<file path="config.mk">
export PLATFORM = sky130hd
export DESIGN_NAME = io_expander
export DESIGN_NICKNAME = d
export VERILOG_FILES = /design/src/logic/io_expander_pkg.sv /design/src/logic/sync2.sv /design/src/logic/io_expander.sv
export VERILOG_INCLUDE_DIRS = /design/src /design/src/logic
export SDC_FILE = /design/constraint.sdc
export NUM_CORES = 1
export LEC_CHECK = 0
export ABC_CLOCK_PERIOD_IN_PS = 3000
export BUFFER_PORTS_ARGS = -buffer_cell sky130_fd_sc_hd__buf_4
export CORE_UTILIZATION = 35
export DETAILED_ROUTE_END_ITERATION = 8
export PLACE_DENSITY = 0.59
export SKIP_LAST_GASP = 1
export SLEW_MARGIN = 40
export SYNTH_ARGS = -nofsm -noshare
export SYNTH_HDL_FRONTEND = slang
export SYNTH_SLANG_ARGS = --single-unit
</file>
<file path="constraint.sdc">
create_clock -name clk_i -period 3 [get_ports clk_i]
set_clock_uncertainty 0.05 [all_clocks]
set_input_delay 0.6 -clock clk_i [delete_from_list [all_inputs] [get_ports clk_i]]
set_output_delay 0.6 -clock clk_i [all_outputs]
set_load 0.02 [all_outputs]
</file>
<file path="src/logic/io_expander_map.svh">
/*
 Register indices, reset values and address constants of the sixteen-line I/O expander.
 Assumes that it is included by its bare name, after the package, into the design files.
*/
// What this block does
// Two 8-bit ports, each with configuration, input, output and polarity registers.
// After reset every line is an input until the master changes it.
// A configuration bit picks input or output and the line follows it.
// Input register shows sampled pins, output register holds driven values.
// A set polarity bit makes the input register show the inverted pin.
// All interrupt masks are set at reset, so no line can interrupt.
// Reset returns every register to default and restarts the serial slave.
// The active-low reset pin acts like power-on reset; ref_r loads the live pins after the pin reset, but zeros after rst_i.
// Interrupt asserts while any input differs from its input register state.
// Interrupt output is active low, open-drain, pulls low only when asserted.
// A latched line holds its interrupting value until the input register is read.
// A set mask bit stops that line from asserting the interrupt.
// A read-only status register shows which lines caused the interrupt.
// Each 8-bit bank is push-pull or open-drain by software choice.
// Each output line has one of four drive strengths.
// Each line has an enable that connects its pull resistor or floats.
// A per-line select points the enabled pull resistor up or down.
// One strap input picks one of two fixed slave addresses.
// Interrupt clears on input register read or when inputs return.
// The master writes a pointer byte, then reads or writes data bytes.
`ifndef IO_EXPANDER_MAP_SVH
`define IO_EXPANDER_MAP_SVH
// Register index = group * 2 + port; the bus byte address is index * 4.
`define GRP_IN    4'h0
`define GRP_OUT   4'h1
`define GRP_POL   4'h2
`define GRP_CFG   4'h3
`define GRP_DRV0  4'h4
`define GRP_DRV1  4'h5
`define GRP_LAT   4'h6
`define GRP_PEN   4'h7
`define GRP_PSEL  4'h8
`define GRP_MASK  4'h9
`define GRP_STAT  4'hA
`define GRP_ODM   4'hB
`define REG_LAST  5'h16
`define RST_OUT   16'hFFFF
`define RST_POL   16'h0000
`define RST_CFG   16'hFFFF
`define RST_DRV   32'hFFFFFFFF
`define RST_LAT   16'h0000
`define RST_PEN   16'h0000
`define RST_PSEL  16'hFFFF
`define RST_MASK  16'hFFFF
`define RST_ODM   2'h0
`define SLV_ADDR_HI 6'h10
`define SYNC_RST  20'h0000C
`endif

</file>
<file path="src/logic/io_expander_pkg.sv">
/*
 Types shared by the I/O expander design files.
 Assumes nothing of its surroundings.
*/
package io_expander_pkg;
   typedef enum logic [2:0] {
      S_IDLE  = 3'h0,
      S_ADDR  = 3'h1,
      S_AACK  = 3'h2,
      S_PTR   = 3'h3,
      S_DACK  = 3'h4,
      S_WDATA = 3'h5,
      S_RDATA = 3'h6,
      S_RACK  = 3'h7
   } slv_state_t;
endpackage

</file>
<file path="src/logic/sync2.sv">
/*
 Two flip-flop synchroniser for a group of independent level inputs.
 Assumes that each bit is a slow level; words are not kept coherent.
*/
`timescale 1ns/10ps
`default_nettype none
module sync2 #(
   parameter int         W  = 1,
   parameter logic [W-1:0] RV = '0
) (
   input  wire logic         clk_i,
   input  wire logic         rst_i,
   input  wire logic [W-1:0] d_i,
   output logic [W-1:0]      q_o
);
   logic [W-1:0] meta_r;

   always_ff @(posedge clk_i) begin
      if (rst_i) begin
         meta_r <= RV;
         q_o    <= RV;
      end else begin
         meta_r <= d_i;
         q_o    <= meta_r;
      end
   end
endmodule
`default_nettype wire

</file>
<file path="src/logic/io_expander.sv">
/*
 Sixteen-line I/O expander: register file, pin control, input latching, interrupt,
 a serial bus slave on sampled clock and data lines, and a classic Wishbone slave.
 Assumes a 100 MHz clk_i, pins that are asynchronous to it, and an external pull-up on
 the serial data line and on the interrupt line.
*/
`timescale 1ns/10ps
`default_nettype none
`include "io_expander_map.svh"
module io_expander (
   input  wire logic        clk_i,
   input  wire logic        rst_i,
   input  wire logic        reset_n_i,
   input  wire logic        addr_sel_i,
   input  wire logic        scl_i,
   input  wire logic        sda_i,
   output logic             sda_o,
   output logic             sda_oe_o,
   input  wire logic        cyc_i,
   input  wire logic        stb_i,
   input  wire logic        we_i,
   input  wire logic [7:0]  adr_i,
   input  wire logic [3:0]  sel_i,
   input  wire logic [31:0] dat_i,
   output logic [31:0]      dat_o,
   output logic             ack_o,
   input  wire logic [15:0] gpio_i,
   output logic [15:0]      gpio_o,
   output logic [15:0]      gpio_oe_o,
   output logic [15:0]      pull_en_o,
   output logic [15:0]      pull_up_o,
   output logic [31:0]      drive_o,
   output logic             irq_n_o,
   output logic             irq_oe_o
);
   logic [19:0] sync_q;
   logic [15:0] pin_s;
   logic        scl_s;
   logic        sda_s;
   logic        rstn_s;
   logic        strap_s;
   logic        rst_any;

   logic [15:0] out_r;
   logic [15:0] pol_r;
   logic [15:0] cfg_r;
   logic [31:0] drv_r;
   logic [15:0] lat_en_r;
   logic [15:0] pen_r;
   logic [15:0] psel_r;
   logic [15:0] mask_r;
   logic [1:0]  odm_r;
   logic [15:0] odv;

   logic [15:0] hold_r;
   logic [15:0] cap_r;
   logic [15:0] ref_r;
   logic [15:0] live;
   logic [15:0] in_val;
   logic [15:0] status;
   logic [15:0] cap;
   logic [15:0] clr;
   logic [15:0] track;

   logic        acc_wr;
   logic        acc_rd;
   logic [5:0]  acc_idx;
   logic [7:0]  acc_wd;
   logic        rd_in;
   logic        wb_go;

   io_expander_pkg::slv_state_t st_r;
   logic [3:0]  bit_r;
   logic [7:0]  sh_r;
   logic [7:0]  tx_r;
   logic [4:0]  ptr_r;
   logic        rw_r;
   logic        nack_r;
   logic        strap_r;
   logic        strap_win_r;
   logic        scl_q;
   logic        sda_q;
   logic        i2c_wr_r;
   logic        i2c_rd_r;
   logic [4:0]  i2c_eidx_r;
   logic        i2c_ev;
   logic        start;
   logic        stop;
   logic        rise;
   logic        fall;
   logic        match;
   logic [7:0]  rd_byte;

   // Every pin passes two flops; the serial lines idle high so no false start is seen.
   sync2 #(
      .W  (20),
      .RV (`SYNC_RST)
   ) u_sync (
      .clk_i (clk_i),
      .rst_i (rst_i),
      .d_i   ({gpio_i, scl_i, sda_i, reset_n_i, addr_sel_i}),
      .q_o   (sync_q)
   );

   assign pin_s   = sync_q[19:4];
   assign scl_s   = sync_q[3];
   assign sda_s   = sync_q[2];
   assign rstn_s  = sync_q[1];
   assign strap_s = sync_q[0];
   assign rst_any = rst_i | ~rstn_s;

   function automatic logic [7:0] pick(input logic [15:0] v, input logic p);
      pick = p ? v[15:8] : v[7:0];
   endfunction

   function automatic logic [7:0] reg_rd(input logic [5:0] idx);
      reg_rd = 8'h00;
      if (idx <= {1'b0, `REG_LAST}) begin
         case (idx[4:1])
            `GRP_IN:   reg_rd = pick(in_val, idx[0]);
            `GRP_OUT:  reg_rd = pick(out_r, idx[0]);
            `GRP_POL:  reg_rd = pick(pol_r, idx[0]);
            `GRP_CFG:  reg_rd = pick(cfg_r, idx[0]);
            `GRP_DRV0,
            `GRP_DRV1: reg_rd = drv_r[{idx[1:0], 3'h0} +: 8];
            `GRP_LAT:  reg_rd = pick(lat_en_r, idx[0]);
            `GRP_PEN:  reg_rd = pick(pen_r, idx[0]);
            `GRP_PSEL: reg_rd = pick(psel_r, idx[0]);
            `GRP_MASK: reg_rd = pick(mask_r, idx[0]);
            `GRP_STAT: reg_rd = pick(status, idx[0]);
            `GRP_ODM:  reg_rd = {6'h00, odm_r};
            default:   reg_rd = 8'h00;
         endcase
      end
   endfunction

   // A serial bus event owns the register port; a bus cycle waits one clock for it.
   assign i2c_ev  = i2c_wr_r | i2c_rd_r;
   assign wb_go   = cyc_i & stb_i & ~ack_o & ~i2c_ev;
   assign acc_idx = i2c_ev ? {1'b0, i2c_eidx_r} : adr_i[7:2];
   assign acc_wr  = i2c_wr_r | (wb_go & we_i & sel_i[0]);
   assign acc_rd  = i2c_rd_r | (wb_go & ~we_i);
   assign acc_wd  = i2c_wr_r ? sh_r : dat_i[7:0];
   assign rd_in   = acc_rd & (acc_idx[5:1] == {1'b0, `GRP_IN});
   assign clr     = {{8{rd_in & acc_idx[0]}}, {8{rd_in & ~acc_idx[0]}}};
   assign odv     = {{8{odm_r[1]}}, {8{odm_r[0]}}};
   assign live    = pin_s ^ pol_r;

   for (genvar i = 0; i < 16; i++) begin : g_bit
      assign cap[i]    = lat_en_r[i] & cfg_r[i] & ~hold_r[i] & (live[i] ^ ref_r[i]);
      assign in_val[i] = hold_r[i] ? cap_r[i] : live[i];
      assign status[i] = cfg_r[i] & ~mask_r[i] & (hold_r[i] | (live[i] ^ ref_r[i]));
      assign track[i]  = clr[i] | ~cfg_r[i];
   end

   always_ff @(posedge clk_i) begin
      if (rst_any) begin
         out_r    <= `RST_OUT;
         pol_r    <= `RST_POL;
         cfg_r    <= `RST_CFG;
         drv_r    <= `RST_DRV;
         lat_en_r <= `RST_LAT;
         pen_r    <= `RST_PEN;
         psel_r   <= `RST_PSEL;
         mask_r   <= `RST_MASK;
         odm_r    <= `RST_ODM;
      end else if (acc_wr && !acc_idx[5]) begin
         case (acc_idx[4:1])
            `GRP_OUT:  out_r[{acc_idx[0], 3'h0} +: 8]    <= acc_wd;
            `GRP_POL:  pol_r[{acc_idx[0], 3'h0} +: 8]    <= acc_wd;
            `GRP_CFG:  cfg_r[{acc_idx[0], 3'h0} +: 8]    <= acc_wd;
            `GRP_DRV0,
            `GRP_DRV1: drv_r[{acc_idx[1:0], 3'h0} +: 8]  <= acc_wd;
            `GRP_LAT:  lat_en_r[{acc_idx[0], 3'h0} +: 8] <= acc_wd;
            `GRP_PEN:  pen_r[{acc_idx[0], 3'h0} +: 8]    <= acc_wd;
            `GRP_PSEL: psel_r[{acc_idx[0], 3'h0} +: 8]   <= acc_wd;
            `GRP_MASK: mask_r[{acc_idx[0], 3'h0} +: 8]   <= acc_wd;
            `GRP_ODM: begin
               if (!acc_idx[0]) begin
                  odm_r <= acc_wd[1:0];
               end
            end
            default: ;
         endcase
      end
   end

   // A capture in the cycle of a read wins, so a fresh change is never lost.
   always_ff @(posedge clk_i) begin
      if (rst_any) begin
         hold_r <= 16'h0000;
         cap_r  <= 16'h0000;
         ref_r  <= live;
      end else begin
         hold_r <= (hold_r & ~clr) | cap;
         cap_r  <= (cap_r & ~cap) | (live & cap);
         ref_r  <= (ref_r & ~track) | (in_val & track);
      end
   end

   always_ff @(posedge clk_i) begin
      if (rst_any) begin
         ack_o <= 1'b0;
         dat_o <= 32'h00000000;
      end else begin
         ack_o <= wb_go;
         if (wb_go && !we_i) begin
            dat_o <= {24'h000000, reg_rd(adr_i[7:2])};
         end
      end
   end

   always_ff @(posedge clk_i) begin
      if (rst_any) begin
         gpio_o    <= 16'h0000;
         gpio_oe_o <= 16'h0000;
         pull_en_o <= 16'h0000;
         pull_up_o <= 16'h0000;
         drive_o   <= 32'h00000000;
         irq_oe_o  <= 1'b0;
         irq_n_o   <= 1'b0;
         sda_o     <= 1'b0;
      end else begin
         gpio_o    <= out_r & ~odv;
         gpio_oe_o <= ~cfg_r & (~odv | ~out_r);
         pull_en_o <= pen_r;
         pull_up_o <= psel_r;
         drive_o   <= drv_r;
         irq_oe_o  <= |status;
         irq_n_o   <= 1'b0;
         sda_o     <= 1'b0;
      end
   end

   assign start   = scl_s & scl_q & sda_q & ~sda_s;
   assign stop    = scl_s & scl_q & ~sda_q & sda_s;
   assign rise    = scl_s & ~scl_q;
   assign fall    = ~scl_s & scl_q;
   assign match   = sh_r[7:1] == {`SLV_ADDR_HI, strap_r};
   assign rd_byte = reg_rd({1'b0, ptr_r});

   // The strap shares the synchroniser with the reset pin, so its settled value only
   // arrives in the cycle after reset ends; it is caught then and frozen afterwards.
   always_ff @(posedge clk_i) begin
      strap_win_r <= rst_any;
      if (rst_any || strap_win_r) begin
         strap_r <= strap_s;
      end
   end

   always_ff @(posedge clk_i) begin
      if (rst_any) begin
         st_r       <= io_expander_pkg::S_IDLE;
         bit_r      <= 4'h0;
         sh_r       <= 8'h00;
         tx_r       <= 8'h00;
         ptr_r      <= 5'h00;
         rw_r       <= 1'b0;
         nack_r     <= 1'b0;
         scl_q      <= 1'b1;
         sda_q      <= 1'b1;
         sda_oe_o   <= 1'b0;
         i2c_wr_r   <= 1'b0;
         i2c_rd_r   <= 1'b0;
         i2c_eidx_r <= 5'h00;
      end else begin
         scl_q    <= scl_s;
         sda_q    <= sda_s;
         i2c_wr_r <= 1'b0;
         i2c_rd_r <= 1'b0;
         if (start) begin
            st_r     <= io_expander_pkg::S_ADDR;
            bit_r    <= 4'h0;
            sda_oe_o <= 1'b0;
         end else if (stop) begin
            st_r     <= io_expander_pkg::S_IDLE;
            sda_oe_o <= 1'b0;
         end else begin
            case (st_r)
               io_expander_pkg::S_ADDR,
               io_expander_pkg::S_PTR,
               io_expander_pkg::S_WDATA: begin
                  if (rise && bit_r != 4'h8) begin
                     sh_r  <= {sh_r[6:0], sda_s};
                     bit_r <= bit_r + 4'h1;
                  end else if (fall && bit_r == 4'h8) begin
                     bit_r <= 4'h0;
                     if (st_r == io_expander_pkg::S_ADDR) begin
                        if (match) begin
                           sda_oe_o <= 1'b1;
                           rw_r     <= sh_r[0];
                           st_r     <= io_expander_pkg::S_AACK;
                        end else begin
                           st_r <= io_expander_pkg::S_IDLE;
                        end
                     end else begin
                        sda_oe_o <= 1'b1;
                        st_r     <= io_expander_pkg::S_DACK;
                        if (st_r == io_expander_pkg::S_PTR) begin
                           ptr_r <= sh_r[4:0];
                        end else begin
                           i2c_wr_r   <= 1'b1;
                           i2c_eidx_r <= ptr_r;
                           ptr_r      <= ptr_r + 5'h01;
                        end
                     end
                  end
               end
               io_expander_pkg::S_AACK: begin
                  if (fall && rw_r) begin
                     tx_r       <= rd_byte;
                     sda_oe_o   <= ~rd_byte[7];
                     i2c_rd_r   <= 1'b1;
                     i2c_eidx_r <= ptr_r;
                     ptr_r      <= ptr_r + 5'h01;
                     bit_r      <= 4'h0;
                     st_r       <= io_expander_pkg::S_RDATA;
                  end else if (fall) begin
                     sda_oe_o <= 1'b0;
                     st_r     <= io_expander_pkg::S_PTR;
                  end
               end
               io_expander_pkg::S_DACK: begin
                  if (fall) begin
                     sda_oe_o <= 1'b0;
                     st_r     <= io_expander_pkg::S_WDATA;
                  end
               end
               io_expander_pkg::S_RDATA: begin
                  if (fall && bit_r == 4'h7) begin
                     sda_oe_o <= 1'b0;
                     st_r     <= io_expander_pkg::S_RACK;
                  end else if (fall) begin
                     bit_r    <= bit_r + 4'h1;
                     tx_r     <= {tx_r[6:0], 1'b0};
                     sda_oe_o <= ~tx_r[6];
                  end
               end
               io_expander_pkg::S_RACK: begin
                  if (rise) begin
                     nack_r <= sda_s;
                  end else if (fall && nack_r) begin
                     st_r <= io_expander_pkg::S_IDLE;
                  end else if (fall) begin
                     tx_r       <= rd_byte;
                     sda_oe_o   <= ~rd_byte[7];
                     i2c_rd_r   <= 1'b1;
                     i2c_eidx_r <= ptr_r;
                     ptr_r      <= ptr_r + 5'h01;
                     bit_r      <= 4'h0;
                     st_r       <= io_expander_pkg::S_RDATA;
                  end
               end
               default: st_r <= io_expander_pkg::S_IDLE;
            endcase
         end
      end
   end

   input_boot_a: assert property (
      @(posedge clk_i) disable iff (rst_i)
      $fell(rst_any) |-> cfg_r == 16'hFFFF ##1 gpio_oe_o == 16'h0000)
      else $error("Lines are not all inputs after reset.");

   mask_reset_a: assert property (
      @(posedge clk_i) disable iff (rst_i)
      $fell(rst_any) |-> mask_r == 16'hFFFF && !irq_oe_o)
      else $error("Interrupt masks are not all set after reset.");

   dir_apply_a: assert property (
      @(posedge clk_i) disable iff (rst_any)
      !rst_any |=> (gpio_oe_o & $past(cfg_r)) == 16'h0000)
      else $error("An input line is being driven.");

   push_pull_a: assert property (
      @(posedge clk_i) disable iff (rst_any)
      !odm_r[0] |=> gpio_oe_o[7:0] == ~$past(cfg_r[7:0])
                    && gpio_o[7:0] == $past(out_r[7:0]))
      else $error("Push-pull bank does not follow its registers.");

   open_drain_a: assert property (
      @(posedge clk_i) disable iff (rst_any)
      odm_r[1] |=> gpio_o[15:8] == 8'h00
                   && gpio_oe_o[15:8] == (~$past(cfg_r[15:8]) & ~$past(out_r[15:8])))
      else $error("Open-drain bank drives a high level.");

   polarity_a: assert property (
      @(posedge clk_i) disable iff (rst_any)
      wb_go && !we_i && adr_i[7:2] == 6'h00 && hold_r[7:0] == 8'h00
      |=> dat_o[7:0] == ($past(pin_s[7:0]) ^ $past(pol_r[7:0])))
      else $error("Input read ignores the polarity setting.");

   irq_follow_a: assert property (
      @(posedge clk_i) disable iff (rst_any)
      !rst_any |=> irq_oe_o == (|$past(status)) && !irq_n_o)
      else $error("Interrupt pin does not follow the pending lines.");

   mask_gate_a: assert property (
      @(posedge clk_i) disable iff (rst_any)
      mask_r == 16'hFFFF |=> !irq_oe_o)
      else $error("Fully masked device raised an interrupt.");

   latch_keep_a: assert property (
      @(posedge clk_i) disable iff (rst_any)
      hold_r[0] && !clr[0] |=> hold_r[0] && $stable(cap_r[0]))
      else $error("Latched input value changed before a read.");

   addr_ack_a: assert property (
      @(posedge clk_i) disable iff (rst_any)
      st_r == io_expander_pkg::S_ADDR && fall && !start && !stop
      && bit_r == 4'h8 && match
      |=> sda_oe_o && st_r == io_expander_pkg::S_AACK)
      else $error("Own slave address was not acknowledged.");

   ack_pulse_a: assert property (
      @(posedge clk_i) disable iff (rst_any)
      ack_o |=> !ack_o)
      else $error("Bus acknowledge lasted more than one cycle.");
endmodule
`default_nettype wire

</file>
* Word level (Yosys, flattened, before mapping)
Cells that the tools add are included.
** Storage, ports and cells
- Register bits after elaboration :: 381
- Bits of input ports :: 69
- Output and inout bits :: 133
- Word-level logic and storage cells :: 506
** Cells by class
- Add/subtract/negate cells :: 4
- $lt $le $gt $ge :: 2
- Eq/ne operators :: 67
- Shifts and indexed selects :: 6
- Multiplexer cells :: 115
- Bitwise gates (word level) :: 230
- Reductions and logical operators :: 44
** Operator list (number)
- $pmux W8 S11 :: 2
- $mux W8 :: 21
- $and A16 B16 Y16 :: 7
- $bwmux W16 :: 7
- $and A1 B1 Y1 :: 96
- $not A16 Y16 :: 6
- $mux W5 :: 16
- $not A1 Y1 :: 64
- $or A16 B16 Y16 :: 4
- $shiftx A32 B6 Y8 :: 2
- $eq A4 B3 Y1 const B :: 13
- $eq A4 B4 Y1 const B :: 12
- $mux W7 :: 6
- $or A1 B1 Y1 :: 36
- $mux W1 :: 34
- $bwmux W32 :: 1
- $mux W4 :: 8
- $shift A8 B7 Y32 const A :: 1
- $shiftx A8 B7 Y32 :: 1
- $mux W3 :: 10
- $pmux W5 S3 :: 2
- $eq A4 B2 Y1 const B :: 6
- $ne A2 B2 Y1 const B :: 12
- $ne A4 B4 Y1 const B :: 6
- 45 further kinds :: 95

* Depth between registers and ports, before layout
- Depth in word-level cells :: 12
- Mapped depth :: 10
- Depth with buffers taken out :: 8

* Cells and area by module
A second synthesis with hierarchy kept.
** Second synthesis, totals
- Cell total of the unflattened synthesis :: 2002
- Area total of the unflattened synthesis :: 18216.2 um2
** Modules (own cells, without submodules)
- io_expander :: instances 1, cells an instance 1918, area an instance 17138.9 um2, seq. area each 6996.7 um2
- sync2 :: instances 1, cells an instance 84, area an instance 1077.3 um2, seq. area each 800.8 um2

* Worst setup path after synthesis
No wires, ideal clock.
- Path type :: in2reg
- Start point :: in adr_i[3]
- End point :: reg lat_en_r[14]
- Library setup time :: 0.086 ns
- Data arrival time :: 2.480 ns
- Data required time :: 2.864 ns
- Slack :: 0.385 ns
- Cell stages on the path :: 8
- Buffers on the path :: 2
- Path through :: clkbuf_1 -> mux2i_1 -> inv_1 -> or3_4 -> nor3_4 -> buf_4 -> nor2_1 -> a211oi_1
** On the way
- Longest elaborated chain between the ends :: 3
** Ends and longest elaborated chain
- start, declared :: line io_expander.sv:22 : input wire logic [7:0] adr_i,
- $mux W6 :: line io_expander.sv:140 : assign acc_idx = i2c_ev ? {1'b0, i2c_eidx_r} : adr_i[7:2];
- $eq A4 B3 Y1 :: line io_expander.sv:168 : case (acc_idx[4:1])
- $reduce_and A2 Y1 (no source line)
- end signal, assigned :: line io_expander.sv:162 : lat_en_r <= `RST_LAT;
- end signal, assigned by index :: line io_expander.sv:174 : `GRP_LAT: lat_en_r[{acc_idx[0], 3'h0} +: 8] <= acc_wd;
- end, declared :: line io_expander.sv:48 : logic [15:0] lat_en_r;
No other way between the ends.
A chain may end at the register's enable or synchronous reset.

* Worst setup path in the final report
- Start point :: reg ptr_r[4]
- End point :: reg tx_r[4]
** On the way
- Longest elaborated chain between the ends :: 8
- Elaborated cells on any way between the ends :: 21
- Those cells by class :: order compare: 1; eq/ne: 11; mux: 7; reduce/logical: 2
** Ends and longest elaborated chain
- start, declared :: line io_expander.sv:76 : logic [4:0] ptr_r;
- start signal, assigned :: line io_expander.sv:300 : ptr_r <= sh_r[4:0];
- start signal, assigned :: line io_expander.sv:304 : ptr_r <= ptr_r + 5'h01;
- start signal, assigned :: line io_expander.sv:315 : ptr_r <= ptr_r + 5'h01;
- $eq A4 B3 Y1 :: line io_expander.sv:119 : case (idx[4:1])
- $reduce_or A2 Y1 :: line io_expander.sv:119
- $pmux W8 S11 :: line io_expander.sv:119
- $mux W8 (*) :: line io_expander.sv:118 : if (idx <= {1'b0, `REG_LAST}) begin
- $mux W7 :: line io_expander.sv:344 : end else if (fall) begin
- $mux W7 :: line io_expander.sv:342 : end else if (fall && nack_r) begin
- $mux W7 :: line io_expander.sv:340 : if (rise) begin
- $pmux W7 S3 (*) :: line io_expander.sv:279 : case (st_r)
- end signal, assigned :: line io_expander.sv:311 : tx_r <= rd_byte;
- end signal, assigned :: line io_expander.sv:335 : tx_r <= {tx_r[6:0], 1'b0};
- end signal, assigned :: line io_expander.sv:345 : tx_r <= rd_byte;
- end, declared :: line io_expander.sv:75 : logic [7:0] tx_r;
Mark *: on every way between the ends. The rest lies on a longest branch, timed or not. The select of a mux whose other input is x is not followed.

==> results.md <==
- Initial antenna violation count: 0
- F_max: 370.5 MHz
- Post-synth top cells: dfxtp_1 (364), nand2_1 (211), nor2_1 (156)
- Synth Instances: 1967
- Tmin final: 2.699 ns
- Top-count cell post-synth: dfxtp_1
- Hold Vio Cnt, Final: 0
- Via density: roughly 5.8
- Area contributors post-synth: dfxtp_1 (40%), mux2i_1 (6.6%), nand2_1 (4.4%)
- #FFs+latches synth: roughly 380
- Setup TNS: 0 ns
- CTS tree: built
- Largest net degree at the start of global routing: 161
- Peak supply drop: between 0.3 and 0.4 mV
- Grt met1 use: 0.3863
- Initial DRC count: 1541
- Routed Antenna Nets: 0
- RD Place Congestion: approximately 1.0
- Leak pwr: approximately 0.0088 uW
- Final setup fails: 0
- RSZ-0062 raised after global routing: no
- Number of post-CTS setup repair buffers: 0
- Status: finished, final reports clean
- Asr flop ratio synth: 0
- Yosys top cell area share: 0.4025
- GRT busiest layer: met2
- DP HPWL: 57.24 mm
- DR vias: ~16000
- First-pass GRT wire length: about 110 mm
- Clk_lat worst skew: 0.58 ns
- Area leader, netlist: dfxtp_1
- Full die area: 52640 um^2
- Worst Setup End Kind: register
- Gr usage total: 0.2815
- Antenna diode count: 0
- Least-Margin Pin Slew: 0.7805 ns
- Finished Core Util: 0.4326
- Synth warnings: 0
- Hold_buf cts: 0
- Layout Nets: 2230
- Top_reg_cell synth: dfxtp_1
- Sequential area share after synthesis: 0.4307
- Clock Path Buffers: 3
- Post-synthesis cell area: 18100 um^2
- Crit path kind: register to register
- Num CTS Buffers: between 40 and 50
- CP max FO: 11
- Hold Path Class: primary input to register
- Slew margin rel.: 0.4797
- Drt wl/cell: 26.45 um
- Sink Count: 381
- Die width: 229.4 um
- Placed insts: around 2800
- Critical Path RT: 3.38 ns
- CP Data Arrival Time: 3.08 ns
- Core footprint: 50580 um^2
- Remaining global-route overflow: 0
- Die height: about 230 um
- Rows: 82
- MaxCap Viol Count: 0
- Post-cts sizing count: 0
- Post-route DRC: 0
- Vias in the first global route: between 15000 and 20000
- GR Util met2: 0.4376
- Reg2Reg Setup Slack: 0.30 ns
- Post-Route WL: 75.40 mm
- Power Dens Cells: 501.2 nW/um^2
- Distinct cells, synth: 84
- Max Slew Vio Count: 0
- Htree depth: 2
- Non-filler instance count after layout: between 2000 and 3000
- Clk root buf: clkbuf_16
- Period utilisation layout: 0.8997
- Worst-path clk slew: 0.06 ns
- Syn-to-layout area delta: 20.87%
- Post-synth EDFFs: 17
- CP Launch Type: register
- Initial core utilization: 0.3579
- I/O pins: ~200
- Syn Area/Cell: 9.204 um^2
- Share of layout cells above drive strength 1: 0.2019
- 1st-pass router iterations: 5
- Filler cell count: 4909
- IO buf count: 146
- Met3 usage: 0.03860
## critical path: stages (launching register included)
cell and delay (ns):
dfxtp_1 0.73, nor2b_1 0.29, nand2_1 0.30, o221ai_1 0.18
a2111o_1 0.40, a221oi_1 0.36, buf_4 0.19, o22ai_1 0.06
## state kept, by name, summed over array words and instances (netlist names), 20 cells and up, named ones only
name and count:
drive_o 32, drv_r 32, u_sync.q_o 20, u_sync.meta_r 20
## worst paths after layout
path	startpoint	endpoint	cells after the start
hold / removal	sda_i	u_sync.meta_r[2]	2
setup reg to reg	ptr_r[4]	tx_r[4]	7
setup / recovery	ptr_r[4]	tx_r[4]	7
hold reg to reg	u_sync.meta_r[2]	u_sync.q_o[2]	1
## stage by stage
step | worst slack [ns] | hold WS [ns] | instance area (um^2) | total power (uW)
2_1_floorplan | 0.3849 | 0.3355 | 18200 | 5704
3_3_place_gp | 0.2832 | 0.3568 | 20540 | 5994
3_5_place_dp | 0.1841 | 0.3607 | 20550 | 6001
4_1_cts | 0.3353 | 0.1443 | 21880 | 11060
5_1_grt | 0.2051 | 0.1640 | 21880 | 11300
6_report | 0.3009 | 0.1746 | 21880 | 10970
## cells in the final DEF, fill, tap and decap left out, drive strengths merged, types with 13 or more instances in the layout
| cell | count |
|---|---|
| dfxtp | 364 |
| mux2 | 35 |
| a32oi | 15 |
| a311oi | 18 |
| a211oi | 60 |
| a221o | 18 |
| nor2 | 156 |
| xor2 | 27 |
| mux4 | 19 |
| edfxtp | 17 |
| nand3 | 30 |
| nor2b | 68 |
| o21ai | 71 |
| and2 | 87 |
| inv | 19 |
| a21o | 13 |
| nand2 | 213 |
| clkbuf | 56 |
| o211ai | 54 |
| nand2b | 16 |
| conb | 26 |
| mux2i | 120 |
| o311ai | 17 |
| nor3 | 27 |
| buf | 291 |
| o22ai | 20 |
| a21oi | 80 |
| a22oi | 40 |
## report_power, final
part	internal, uW	switching (uW)
combinational	249	458
sequential	5160	33.6
clock	2950	2120
## area by class of cell
cell class                 count  area (um^2)  share of cell area
timing repair buffer         291         2297              0.1050
sequential                   381         7799              0.3564
tap                          672        840.8             0.03843
clock inverter                16        145.1            0.006633
clock buffer                  56         1186             0.05421
multi-input combinational   1417         9543              0.4361
inverter                      18        70.07            0.003202
## cell families (layout without fill, tap and decap cells)
group / after synthesis / count (layout) / share of synthesized area
buffers and inverters: 194 / 381 / 0.04831
AO/OA/AOI/OAI: 494 / 494 / 0.1959
AND/OR/NAND/NOR: 675 / 675 / 0.1872
XOR/XNOR: 39 / 39 / 0.01970
adder cells (fa/ha/maj): 9 / 9 / 0.006220
other: 1 / 26 / 0.0002071
multiplexers: 174 / 174 / 0.1118
flip-flops: 381 / 381 / 0.4307
## routing by layer
| metal | share of wire | vias to the layer above |
|---|---|---|
| met5 | 0 | - |
| li1 | - | 7482 |
| met1 | 0.44 | 8109 |
| met2 | 0.44 | 708 |
| met4 | 0.047 | 0 |
| met3 | 0.071 | 126 |
Power figures use the tool's default switching activity.
